[src/rtl/afrc_pkg.sv]
// Constants and carrier types for the auto function region control block.
// Assumes a single 100 MHz clock and an asynchronous active-low reset.
// What this block does
// (RULE1) Every function has once; continuous per function
// (RULE2) Once adjusts until target, then self-off
// (RULE3) Continuous adjusts every frame or every other; here always every other frame, with no every-frame setting
// (RULE4) Continuous runs until once or off selected
// (RULE5) Off holds last automatic value until manual write
// (RULE6) Manual writes ignored while function adjusts
// (RULE7) Adjusted value stays within programmed limits
// (RULE8) Unreachable target: move only as close as possible
// (RULE9) Changes accepted mid-stream; short start delay
// (RULE10) Region origin is column 0, row 0
// (RULE11) Each region has own offsets and sizes
// (RULE12) Region may sit anywhere on sensor
// (RULE13) Statistics use region and window overlap only
// (RULE14) Reset: brightness on region 1, balance on 2
// (RULE15) Gain and exposure share one region assignment
// (RULE16) Gain and exposure enabled independently
// (RULE17) Software avoids assigning function to two regions
// (RULE18) Functions may run concurrently
// (RULE19) Binned pixels are used when binning active
// (RULE20) No overlap: function idle, manual value stays
// (RULE21) Software keeps regions inside sensor bounds
// (RULE22) Regions cover full sensor at startup
// (RULE23) Brightness compares frame average against target
package afrc_pkg;

  // ****************************************************************
  // Geometry and data widths
  // ****************************************************************
  localparam int        CW          = 12;            // Coordinate width
  localparam int        PW          = 12;            // Pixel value width
  localparam int        VW          = 12;            // Parameter value width
  localparam int        AW          = 36;            // Accumulator width
  localparam logic [CW-1:0] SENSOR_W = 12'h800;      // Sensor columns
  localparam logic [CW-1:0] SENSOR_H = 12'h440;      // Sensor rows
  localparam logic [CW-1:0] ORIGIN   = 12'h000;      // Top-left column and row

  // ****************************************************************
  // Reset values and tuning constants
  // ****************************************************************
  localparam logic [1:0]    BRIGHT_REGION_RST = 2'h1; // Brightness uses region 1
  localparam logic [1:0]    BAL_REGION_RST    = 2'h2; // Balance uses region 2
  localparam logic [VW-1:0] PARAM_RST         = 12'h000;
  localparam logic [1:0]    START_FRAMES      = 2'h2; // Frames skipped after enable
  localparam logic [PW-1:0] BAL_TOL           = 12'h004; // Balance tolerance

  // ****************************************************************
  // Types
  // ****************************************************************
  typedef enum logic [1:0] {
    AFRC_OFF  = 2'b00,
    AFRC_ONCE = 2'b01,
    AFRC_CONT = 2'b10
  } afrc_mode_e;

  typedef struct packed {
    logic [CW-1:0] x;
    logic [CW-1:0] y;
    logic [CW-1:0] w;
    logic [CW-1:0] h;
  } afrc_rect_s;

  typedef struct packed {
    afrc_mode_e    mode;
    logic [VW-1:0] lower;
    logic [VW-1:0] upper;
    logic [VW-1:0] manual;
    logic          manualWr;
    logic          allowCont;
  } afrc_fcfg_s;

  typedef struct packed {
    logic          valid;
    logic          sof;
    logic          eof;
    logic [CW-1:0] col;
    logic [CW-1:0] row;
    logic [PW-1:0] luma;
    logic [PW-1:0] red;
    logic [PW-1:0] blue;
  } afrc_pix_s;

  // Test that a point lies inside a rectangle
  function automatic logic inRect(input afrc_rect_s r, input logic [CW-1:0] c,
                                  input logic [CW-1:0] l);
    logic [CW:0] xe;
    logic [CW:0] ye;
    xe = {1'b0, r.x} + {1'b0, r.w};
    ye = {1'b0, r.y} + {1'b0, r.h};
    inRect = ({1'b0, c} >= {1'b0, r.x}) && ({1'b0, c} < xe) &&
             ({1'b0, l} >= {1'b0, r.y}) && ({1'b0, l} < ye);
  endfunction

endpackage

[src/rtl/afrc_top.sv]
// Top of the auto function region control block.
// Assumes pixel stream and configuration ports are synchronous to clk;
// the pixel stream already carries binned values when binning is on.
`timescale 1ns/10ps
module afrc_top (
  // Clock and reset
  input  wire logic                 clk,
  input  wire logic                 reset_n,
  // Pixel stream
  input  wire afrc_pkg::afrc_pix_s  pix,
  input  wire afrc_pkg::afrc_rect_s outWin,
  // Measurement regions
  input  wire afrc_pkg::afrc_rect_s region1,
  input  wire afrc_pkg::afrc_rect_s region2,
  input  wire logic                 regionWr,
  // Region usage: bit0 brightness, bit1 balance
  input  wire logic [1:0]           use1,
  input  wire logic [1:0]           use2,
  input  wire logic                 useWr,
  // Function settings
  input  wire afrc_pkg::afrc_fcfg_s gainCfg,
  input  wire afrc_pkg::afrc_fcfg_s expCfg,
  input  wire afrc_pkg::afrc_fcfg_s balCfg,
  input  wire logic [afrc_pkg::PW-1:0] target,
  // Results
  output logic [afrc_pkg::VW-1:0]   gainValue_q,
  output logic [afrc_pkg::VW-1:0]   expValue_q,
  output logic [afrc_pkg::VW-1:0]   balValue_q,
  output logic [2:0]                busy_q,
  output logic [2:0]                onceDone_q,
  output logic [3:0]                usage_q
);

  // ****************************************************************
  // State
  // ****************************************************************
  typedef struct packed {
    afrc_pkg::afrc_rect_s r1;
    afrc_pkg::afrc_rect_s r2;
    logic [1:0]           use1;
    logic [1:0]           use2;
    logic                 odd;
    logic [afrc_pkg::VW-1:0] gain;
    logic [afrc_pkg::VW-1:0] expo;
    logic [afrc_pkg::VW-1:0] bal;
    logic [2:0]           busy;
    logic [2:0]           once;
  } afrc_top_s;

  afrc_top_s ts_q;   // Registered state
  afrc_top_s ts_d;   // Next state

  localparam afrc_pkg::afrc_rect_s FULL = '{x: afrc_pkg::ORIGIN, y: afrc_pkg::ORIGIN,
                                           w: afrc_pkg::SENSOR_W, h: afrc_pkg::SENSOR_H};

  logic                    inWin;
  logic [afrc_pkg::AW-1:0] l1, r1s, b1s, n1, l2, r2s, b2s, n2;
  logic                    done1, done2;
  logic [afrc_pkg::AW-1:0] lB, rB, bB, nB, lW, rW, bW, nW;
  logic                    doneB, doneW;
  logic [afrc_pkg::AW-1:0] tgtN;
  logic                    brUp, brDown, wbUp, wbDown;
  logic [afrc_pkg::VW-1:0] gainV, expV, balV;
  logic [2:0]              busyV, onceV;

  // ****************************************************************
  // Statistics per region
  // ****************************************************************
  assign inWin = afrc_pkg::inRect(outWin, pix.col, pix.row); // RULE13

  afrc_stat u_stat1 (
    .clk     (clk),
    .reset_n (reset_n),
    .pix     (pix),
    .inWin   (inWin),
    .region  (ts_q.r1),
    .sumLuma (l1),
    .sumRed  (r1s),
    .sumBlue (b1s),
    .count   (n1),
    .done    (done1)
  );

  afrc_stat u_stat2 (
    .clk     (clk),
    .reset_n (reset_n),
    .pix     (pix),
    .inWin   (inWin),
    .region  (ts_q.r2),
    .sumLuma (l2),
    .sumRed  (r2s),
    .sumBlue (b2s),
    .count   (n2),
    .done    (done2)
  );

  // ****************************************************************
  // Region selection and decisions
  // ****************************************************************
  // Route region statistics to each function; region 1 wins if both set
  always_comb begin
    lB = ts_q.use1[0] ? l1 : l2; // RULE15
    rB = ts_q.use1[0] ? r1s : r2s;
    bB = ts_q.use1[0] ? b1s : b2s;
    nB = ts_q.use1[0] ? n1 : (ts_q.use2[0] ? n2 : '0);
    doneB = ts_q.use1[0] ? done1 : done2;
    lW = ts_q.use1[1] ? l1 : l2;
    rW = ts_q.use1[1] ? r1s : r2s;
    bW = ts_q.use1[1] ? b1s : b2s;
    nW = ts_q.use1[1] ? n1 : (ts_q.use2[1] ? n2 : '0);
    doneW = ts_q.use1[1] ? done1 : done2;
    tgtN   = nB * afrc_pkg::AW'(target);
    brUp   = lB < tgtN; // RULE23
    brDown = lB > tgtN;
    wbUp   = (rW + afrc_pkg::AW'(afrc_pkg::BAL_TOL) * nW) < bW;
    wbDown = rW > (bW + afrc_pkg::AW'(afrc_pkg::BAL_TOL) * nW);
  end

  // ****************************************************************
  // Function controllers, running concurrently
  // ****************************************************************
  afrc_ctrl u_gain ( // RULE16
    .clk      (clk),
    .reset_n  (reset_n),
    .cfg      (gainCfg),
    .decide   (doneB),
    .overlap  (nB != '0),
    .wantUp   (brUp),
    .wantDown (brDown),
    .odd      (ts_q.odd),
    .value    (gainV),
    .busy     (busyV[0]),
    .onceDone (onceV[0])
  );

  afrc_ctrl u_exp ( // RULE18
    .clk      (clk),
    .reset_n  (reset_n),
    .cfg      (expCfg),
    .decide   (doneB),
    .overlap  (nB != '0),
    .wantUp   (brUp),
    .wantDown (brDown),
    .odd      (ts_q.odd),
    .value    (expV),
    .busy     (busyV[1]),
    .onceDone (onceV[1])
  );

  afrc_ctrl u_bal (
    .clk      (clk),
    .reset_n  (reset_n),
    .cfg      (balCfg),
    .decide   (doneW),
    .overlap  (nW != '0),
    .wantUp   (wbUp),
    .wantDown (wbDown),
    .odd      (ts_q.odd),
    .value    (balV),
    .busy     (busyV[2]),
    .onceDone (onceV[2])
  );

  // ****************************************************************
  // Configuration and output registers
  // ****************************************************************
  always_comb begin
    ts_d = ts_q;
    if (regionWr) begin
      ts_d.r1 = region1; // RULE11 RULE12
      ts_d.r2 = region2;
    end
    if (useWr) begin
      ts_d.use1 = use1; // RULE17
      ts_d.use2 = use2;
    end
    if (pix.valid && pix.eof) begin
      ts_d.odd = !ts_q.odd;
    end
    ts_d.gain = gainV;
    ts_d.expo = expV;
    ts_d.bal  = balV;
    ts_d.busy = busyV;
    ts_d.once = onceV;
  end

  // Register state; regions start full size at the origin
  always_ff @(posedge clk or negedge reset_n) begin
    if (!reset_n) begin
      ts_q      <= '0;
      ts_q.r1   <= FULL; // RULE22 RULE10
      ts_q.r2   <= FULL;
      ts_q.use1 <= afrc_pkg::BRIGHT_REGION_RST & 2'h1; // RULE14
      ts_q.use2 <= afrc_pkg::BAL_REGION_RST;
    end else begin
      ts_q <= ts_d; // RULE19
    end
  end

  assign gainValue_q = ts_q.gain;
  assign expValue_q  = ts_q.expo;
  assign balValue_q  = ts_q.bal;
  assign busy_q      = ts_q.busy;
  assign onceDone_q  = ts_q.once;
  assign usage_q     = {ts_q.use2, ts_q.use1};

endmodule

[src/rtl/afrc_stat.sv]
// Per-frame statistics accumulator over one measurement region.
// Assumes pixel stream already synchronous to clk and binned if required.
`timescale 1ns/10ps
module afrc_stat (
  // Clock and reset
  input  wire logic               clk,
  input  wire logic               reset_n,
  // Pixel stream
  input  wire afrc_pkg::afrc_pix_s pix,
  input  wire logic               inWin,
  // Region geometry
  input  wire afrc_pkg::afrc_rect_s region,
  // Frame results
  output logic [afrc_pkg::AW-1:0] sumLuma,
  output logic [afrc_pkg::AW-1:0] sumRed,
  output logic [afrc_pkg::AW-1:0] sumBlue,
  output logic [afrc_pkg::AW-1:0] count,
  output logic                    done
);

  // ****************************************************************
  // State
  // ****************************************************************
  typedef struct packed {
    logic [afrc_pkg::AW-1:0] accL;
    logic [afrc_pkg::AW-1:0] accR;
    logic [afrc_pkg::AW-1:0] accB;
    logic [afrc_pkg::AW-1:0] accN;
    logic [afrc_pkg::AW-1:0] sumL;
    logic [afrc_pkg::AW-1:0] sumR;
    logic [afrc_pkg::AW-1:0] sumB;
    logic [afrc_pkg::AW-1:0] sumN;
    logic                    done;
  } afrc_stat_s;

  afrc_stat_s st_q;   // Registered state
  afrc_stat_s st_d;   // Next state
  logic       take;   // Pixel qualifies

  // Accumulate overlap pixels, latch totals at frame end
  always_comb begin
    st_d      = st_q;
    st_d.done = 1'b0;
    take      = pix.valid && inWin && afrc_pkg::inRect(region, pix.col, pix.row); // RULE13
    if (pix.valid && pix.sof) begin
      st_d.accL = '0;
      st_d.accR = '0;
      st_d.accB = '0;
      st_d.accN = '0;
    end
    if (take) begin
      st_d.accL = (pix.sof ? '0 : st_q.accL) + afrc_pkg::AW'(pix.luma);
      st_d.accR = (pix.sof ? '0 : st_q.accR) + afrc_pkg::AW'(pix.red);
      st_d.accB = (pix.sof ? '0 : st_q.accB) + afrc_pkg::AW'(pix.blue);
      st_d.accN = (pix.sof ? '0 : st_q.accN) + afrc_pkg::AW'(1);
    end
    if (pix.valid && pix.eof) begin
      st_d.sumL = st_d.accL;
      st_d.sumR = st_d.accR;
      st_d.sumB = st_d.accB;
      st_d.sumN = st_d.accN;
      st_d.done = 1'b1;
    end
  end

  // Register state
  always_ff @(posedge clk or negedge reset_n) begin
    if (!reset_n) begin
      st_q <= '0;
    end else begin
      st_q <= st_d;
    end
  end

  assign sumLuma = st_q.sumL;
  assign sumRed  = st_q.sumR;
  assign sumBlue = st_q.sumB;
  assign count   = st_q.sumN;
  assign done    = st_q.done;

endmodule

[src/rtl/afrc_ctrl.sv]
// Control loop of one automatic function: mode handling and stepping.
// Assumes one decision pulse per frame from the statistics side.
`timescale 1ns/10ps
module afrc_ctrl (
  // Clock and reset
  input  wire logic                 clk,
  input  wire logic                 reset_n,
  // Configuration
  input  wire afrc_pkg::afrc_fcfg_s cfg,
  // Frame decision
  input  wire logic                 decide,
  input  wire logic                 overlap,
  input  wire logic                 wantUp,
  input  wire logic                 wantDown,
  input  wire logic                 odd,
  // Results
  output logic [afrc_pkg::VW-1:0]   value,
  output logic                      busy,
  output logic                      onceDone
);

  // ****************************************************************
  // State
  // ****************************************************************
  typedef struct packed {
    logic [afrc_pkg::VW-1:0] val;
    logic [1:0]              skip;
    logic                    onceDone;
    afrc_pkg::afrc_mode_e    lastMode;
    logic                    run;
  } afrc_ctl_s;

  afrc_ctl_s            cs_q;      // Registered state
  afrc_ctl_s            cs_d;      // Next state
  logic                 active;    // Mode asks for adjustment
  logic                 atUpper;   // Parameter at upper bound
  logic                 atLower;   // Parameter at lower bound

  // Step parameter, clamp to limits, end once mode
  always_comb begin
    cs_d          = cs_q;
    cs_d.onceDone = 1'b0;
    active  = (cfg.mode == afrc_pkg::AFRC_ONCE) ||
              (cfg.mode == afrc_pkg::AFRC_CONT && cfg.allowCont); // RULE1
    atUpper = cs_q.val >= cfg.upper;
    atLower = cs_q.val <= cfg.lower;
    cs_d.lastMode = cfg.mode;
    if (active && cs_q.lastMode != cfg.mode) begin
      cs_d.skip = afrc_pkg::START_FRAMES; // RULE9
      cs_d.run  = 1'b1;
    end
    if (!active) begin
      cs_d.run = 1'b0; // RULE4
    end
    // Manual value lands only while not adjusting; a finished once counts as off
    if (!cs_d.run && cfg.manualWr) begin
      cs_d.val = cfg.manual; // RULE5 RULE6
    end
    if (cs_q.run && decide && overlap) begin // RULE20
      if (cs_q.skip != 2'h0) begin
        cs_d.skip = cs_q.skip - 2'h1;
      end else if (cfg.mode == afrc_pkg::AFRC_CONT && odd) begin
        cs_d.val = cs_q.val; // RULE3
      end else if (wantUp && !atUpper) begin
        cs_d.val = cs_q.val + 12'h001; // RULE8
      end else if (wantDown && !atLower) begin
        cs_d.val = cs_q.val - 12'h001; // RULE8
      end else if (cfg.mode == afrc_pkg::AFRC_ONCE) begin
        cs_d.run      = 1'b0; // RULE2
        cs_d.onceDone = 1'b1;
      end
    end
    if (cs_d.run) begin
      if (cs_d.val > cfg.upper) begin
        cs_d.val = cfg.upper; // RULE7
      end else if (cs_d.val < cfg.lower) begin
        cs_d.val = cfg.lower; // RULE7
      end
    end
  end

  // Register state
  always_ff @(posedge clk or negedge reset_n) begin
    if (!reset_n) begin
      cs_q          <= '0;
      cs_q.val      <= afrc_pkg::PARAM_RST;
      cs_q.lastMode <= afrc_pkg::AFRC_OFF;
    end else begin
      cs_q <= cs_d;
    end
  end

  assign value    = cs_q.val;
  assign busy     = cs_q.run; // RULE6
  assign onceDone = cs_q.onceDone;

endmodule

[config.mk]
export PLATFORM = sky130hd
export DESIGN_NAME = afrc_top
export DESIGN_NICKNAME = d
export VERILOG_FILES = /design/src/rtl/afrc_pkg.sv /design/src/rtl/afrc_top.sv /design/src/rtl/afrc_stat.sv /design/src/rtl/afrc_ctrl.sv
export SDC_FILE = /design/constraint.sdc
export NUM_CORES = 2
export LEC_CHECK = 0
export BUFFER_PORTS_ARGS = -buffer_cell sky130_fd_sc_hd__buf_2
export CAP_MARGIN = 0
export CORE_ASPECT_RATIO = 1.2
export CORE_UTILIZATION = 57
export CTS_CLUSTER_SIZE = 20
export DETAILED_ROUTE_END_ITERATION = 6
export PLACE_DENSITY_LB_ADDON = 0.15
export SYNTH_ARGS = -nofsm -noshare
export SYNTH_HDL_FRONTEND = slang
export SYNTH_SLANG_ARGS = --single-unit
[constraint.sdc]
create_clock -name clk -period 12.2 [get_ports clk]
set_input_delay 1.83 -clock clk [delete_from_list [all_inputs] [get_ports clk]]
set_output_delay 1.83 -clock clk [all_outputs]
set_load 0.01 [all_outputs]
==> results.json <==
{
  "tritoncts": "done",
  "stdcell_area_mm2": 0.0738,
  "yosysMostFrequentCell": "nand2_1",
  "rsz0062_at_grt": "false",
  "period_needed_ps": 11750,
  "critPathMaxFanout": 13,
  "htree_levels": 3,
  "cp.required_ps": 12740,
  "cts.clk_slew.worst_paths_ps": 60,
  "hpwlAfterDp_mm": 147,
  "cts_sinks": 774,
  "preCtsSetupSlack_ps": -389,
  "synth_area_leaders": "dfrtp_1, ha_1, fa_1, nand2_1, inv_1",
  "holdWs_ps": 346,
  "max_freq_ghz": 0.0851,
  "switching_share_pct": 35.1,
  "crit_path_start_kind": "register",
  "clock_latency_ps": 720,
  "synthToLayoutAreaGrowth_pct": 10.6,
  "grtUsageTotal_pct": 33.0,
  "route.detailed.drc": 0,
  "cap_violations": 0,
  "yosys_most_used_dff": "dfrtp_1",
  "routed_wl_mm": 196,
  "grt_pass1_wl_mm": 310,
  "grt_pass1_vias": 56395,
  "intPower_mw": 5.51,
  "vias_per_cell": 6.06,
  "drt_pass1_iterations": 6,
  "totalPowerFinal_mw": 8.49,
  "critPathCaptureType": "register",
  "crit_type": "register to register",
  "finalWorstSetupSlack_ps": 447,
  "placed_area_mm2": 0.0707,
  "crit_path_top_delay_cell": "dfstp_4",
  "p_leak_nw": 35.4,
  "p_per_area_mw_per_mm2": 115,
  "initial_core_util_pct": 57.4,
  "ctsHoldBuffers": 0,
  "syn_avg_cell_area_um2": 8.92,
  "io_buffer_count": 392,
  "cp_common_cell": "a21o_1",
  "ant_nets": 0,
  "num_rows": 137,
  "synth_cells": 7480,
  "layout-drive-gt1-share_pct": 13.7,
  "fin_crit_sh_pct": 96.3,
  "io_pins": 393,
  "core-area_mm2": 0.116,
  "yosysUniqueCellTypes": 101,
  "globalRouteOverflowTotal": 0,
  "gp_congestion": 0.958,
  "dieArea_mm2": 0.118,
  "slew_violations": 0,
  "clkPwrFrac_pct": 33.0,
  "wl_per_cell_um": 20.9,
  "clock_path_buffers": 3,
  "dr_total_vias": 56914,
  "hp-class": "register to register",
  "async_flop_share_pct": 100,
  "status": "completed",
  "power_frac_comb_pct": 31.4,
  "setup-violations-final": 0,
  "antenna_found_initial": 13,
  "p_sw_mw": 2.98,
  "cts_root_buf": "clkbuf_16",
  "vdd_drop_max_mv": 0.108,
  "grt_max_degree": 155,
  "netlist_area_mm2": 0.0667,
  "worstPathArrival_ps": 12290,
  "first_iter_violations": 4524,
  "synthTopCellsByCount": "nand2_1, dfrtp_1, ha_1, inv_1, o21ai_0",
  "final_util_pct": 63.5,
  "seqPwrFrac_pct": 35.6,
  "worst_pin_slew_ps": 1210,
  "ys_warn_count": 0,
  "synth-seq-cells": 774,
  "slew_headroom_pct": 19.1,
  "yosys.area.top_type": "dfrtp_1",
  "die_w_um": 314,
  "finalNetCount": 9080,
  "cts_buffers": 86,
  "final_hold_viol_count": 0,
  "synth.yosys.seq_area_share_pct": 29.0,
  "synth_top_area_share_pct": 28.7,
  "synth_edf_count": 0,
  "die_h_um": 377,
  "cpPeakStageDelay_ps": 670,
  "clock_skew_ps": 41.0,
  "syn-num-nets": 8776
}
[power groups by stage]
stage	Sequential (mW)	Combinational [mW]	Clock, mW
after floorplan	2.93	1.88	0
after global placement	3.06	2.56	0
after detailed placement	3.06	2.62	0
after CTS	3.02	2.64	2.84
after global routing	3.05	2.97	2.94
final	3.03	2.67	2.80
[placed cells by master, fill, tap and decap left out, types with 29 or more instances in the layout]
cell type / count
a211oi_1: 47
a21o_1: 161
a21oi_1: 282
a22o_1: 52
a31oi_1: 95
and2_1: 120
and3_1: 69
buf_2: 389
buf_4: 196
clkbuf_16: 88
dfrtp_1: 765
fa_1: 293
ha_1: 656
inv_1: 644
mux2_2: 190
mux2i_1: 75
nand2_1: 928
nand2b_1: 80
nand3_1: 220
nand4_1: 85
nor2_1: 392
nor2b_1: 139
nor3_1: 133
nor4_1: 53
o211ai_1: 29
o21a_1: 76
o21ai_0: 397
o21ai_1: 30
o21bai_1: 34
o22ai_1: 39
o31ai_1: 120
or3_1: 49
xnor2_1: 243
xor2_1: 132
[worst max-delay path: cells and delay by family, from the launching register on]
kind	cells	cell delay, ps
flip-flops	1	670
XOR/XNOR	1	160
buffers and inverters	7	1010
multiplexers	1	260
AO/OA/AOI/OAI	27	5230
AND/OR/NAND/NOR	5	690
adder cells (fa/ha/maj)	8	3500
[area by class of cell]
class	count	area (um2)
Multi-Input combinational cell	5676	43400
Fill cell	9966	42400
Sequential cell	774	19400
Timing Repair Buffer	600	3710
Clock buffer	125	2490
Inverter	646	2430
Tap cell	1529	1910
Clock inverter	34	518
Antenna cell	4	10.0
[through the flow]
stage,TNS (ps),instances
after global routing,0,9388
after detailed placement,-5500,9222
after floorplan,0,7480
after CTS,0,9381
final,0,9388
after global placement,-2310,9222
[cell families after synthesis]
kind of cell / after synthesis / synth area share (%)
adders and majority gates: 949 / 21.1
and+or+nand+nor: 2444 / 17.9
xor gates and xnor gates: 375 / 4.92
AOI/OAI and AO/OA: 1641 / 16.4
buffers and inverters: 1030 / 6.23
DFF: 774 / 29.0
muxes: 267 / 4.38
[flip-flops by register name, indices dropped and copies added, names as in the netlist, 12 cells and up]
name             count
ts_q                97
u_stat2.sumLuma     36
gainValue_q         12
u_stat2.st_q       144
u_exp.value         12
u_stat1.sumBlue     36
u_bal.value         12
u_stat1.sumLuma     36
u_stat1.count       36
u_stat2.count       36
u_stat2.sumRed      36
u_stat1.sumRed      36
balValue_q          12
u_stat1.st_q       144
u_gain.value        12
u_stat2.sumBlue     36
expValue_q          12
[worst paths after layout]
kind                                                     to  slack, ps                      from  cells past startpoint
max in group asynchronous       u_stat2.st_q[196]$_DFF_PN0_       8900                   reset_n                      3
min in group asynchronous           balValue_q[1]$_DFF_PN0_       1080                   reset_n                      1
worst max register to register     u_exp.value[4]$_DFF_PN0_        450    usage_q[0]$_DFFE_PN1P_                     49
worst min register to register      onceDone_q[1]$_DFF_PN0_        350  u_exp.onceDone$_DFF_PN0_                      0
worst max-delay path               u_exp.value[4]$_DFF_PN0_        450    usage_q[0]$_DFFE_PN1P_                     49
worst min-delay path                onceDone_q[1]$_DFF_PN0_        350  u_exp.onceDone$_DFF_PN0_                      0
[per-layer routing]
layer	global-route usage (%)	part of all wire [%]	routed length [um]
met4	12.8	3.7	7150
met3	4.49	6.2	12200
met5	0	0.066	129
met2	54.9	48	93400
met1	43.5	42	82900
[timing repair]
item	CTS	global route
pin swaps	0	4
setup endpoints to repair	2	24
cloned	0	2
buffers inserted	0	1
gates resized for setup	1	15
endpoints found under the hold margin	0	0
(Power assumes the default switching activity.)
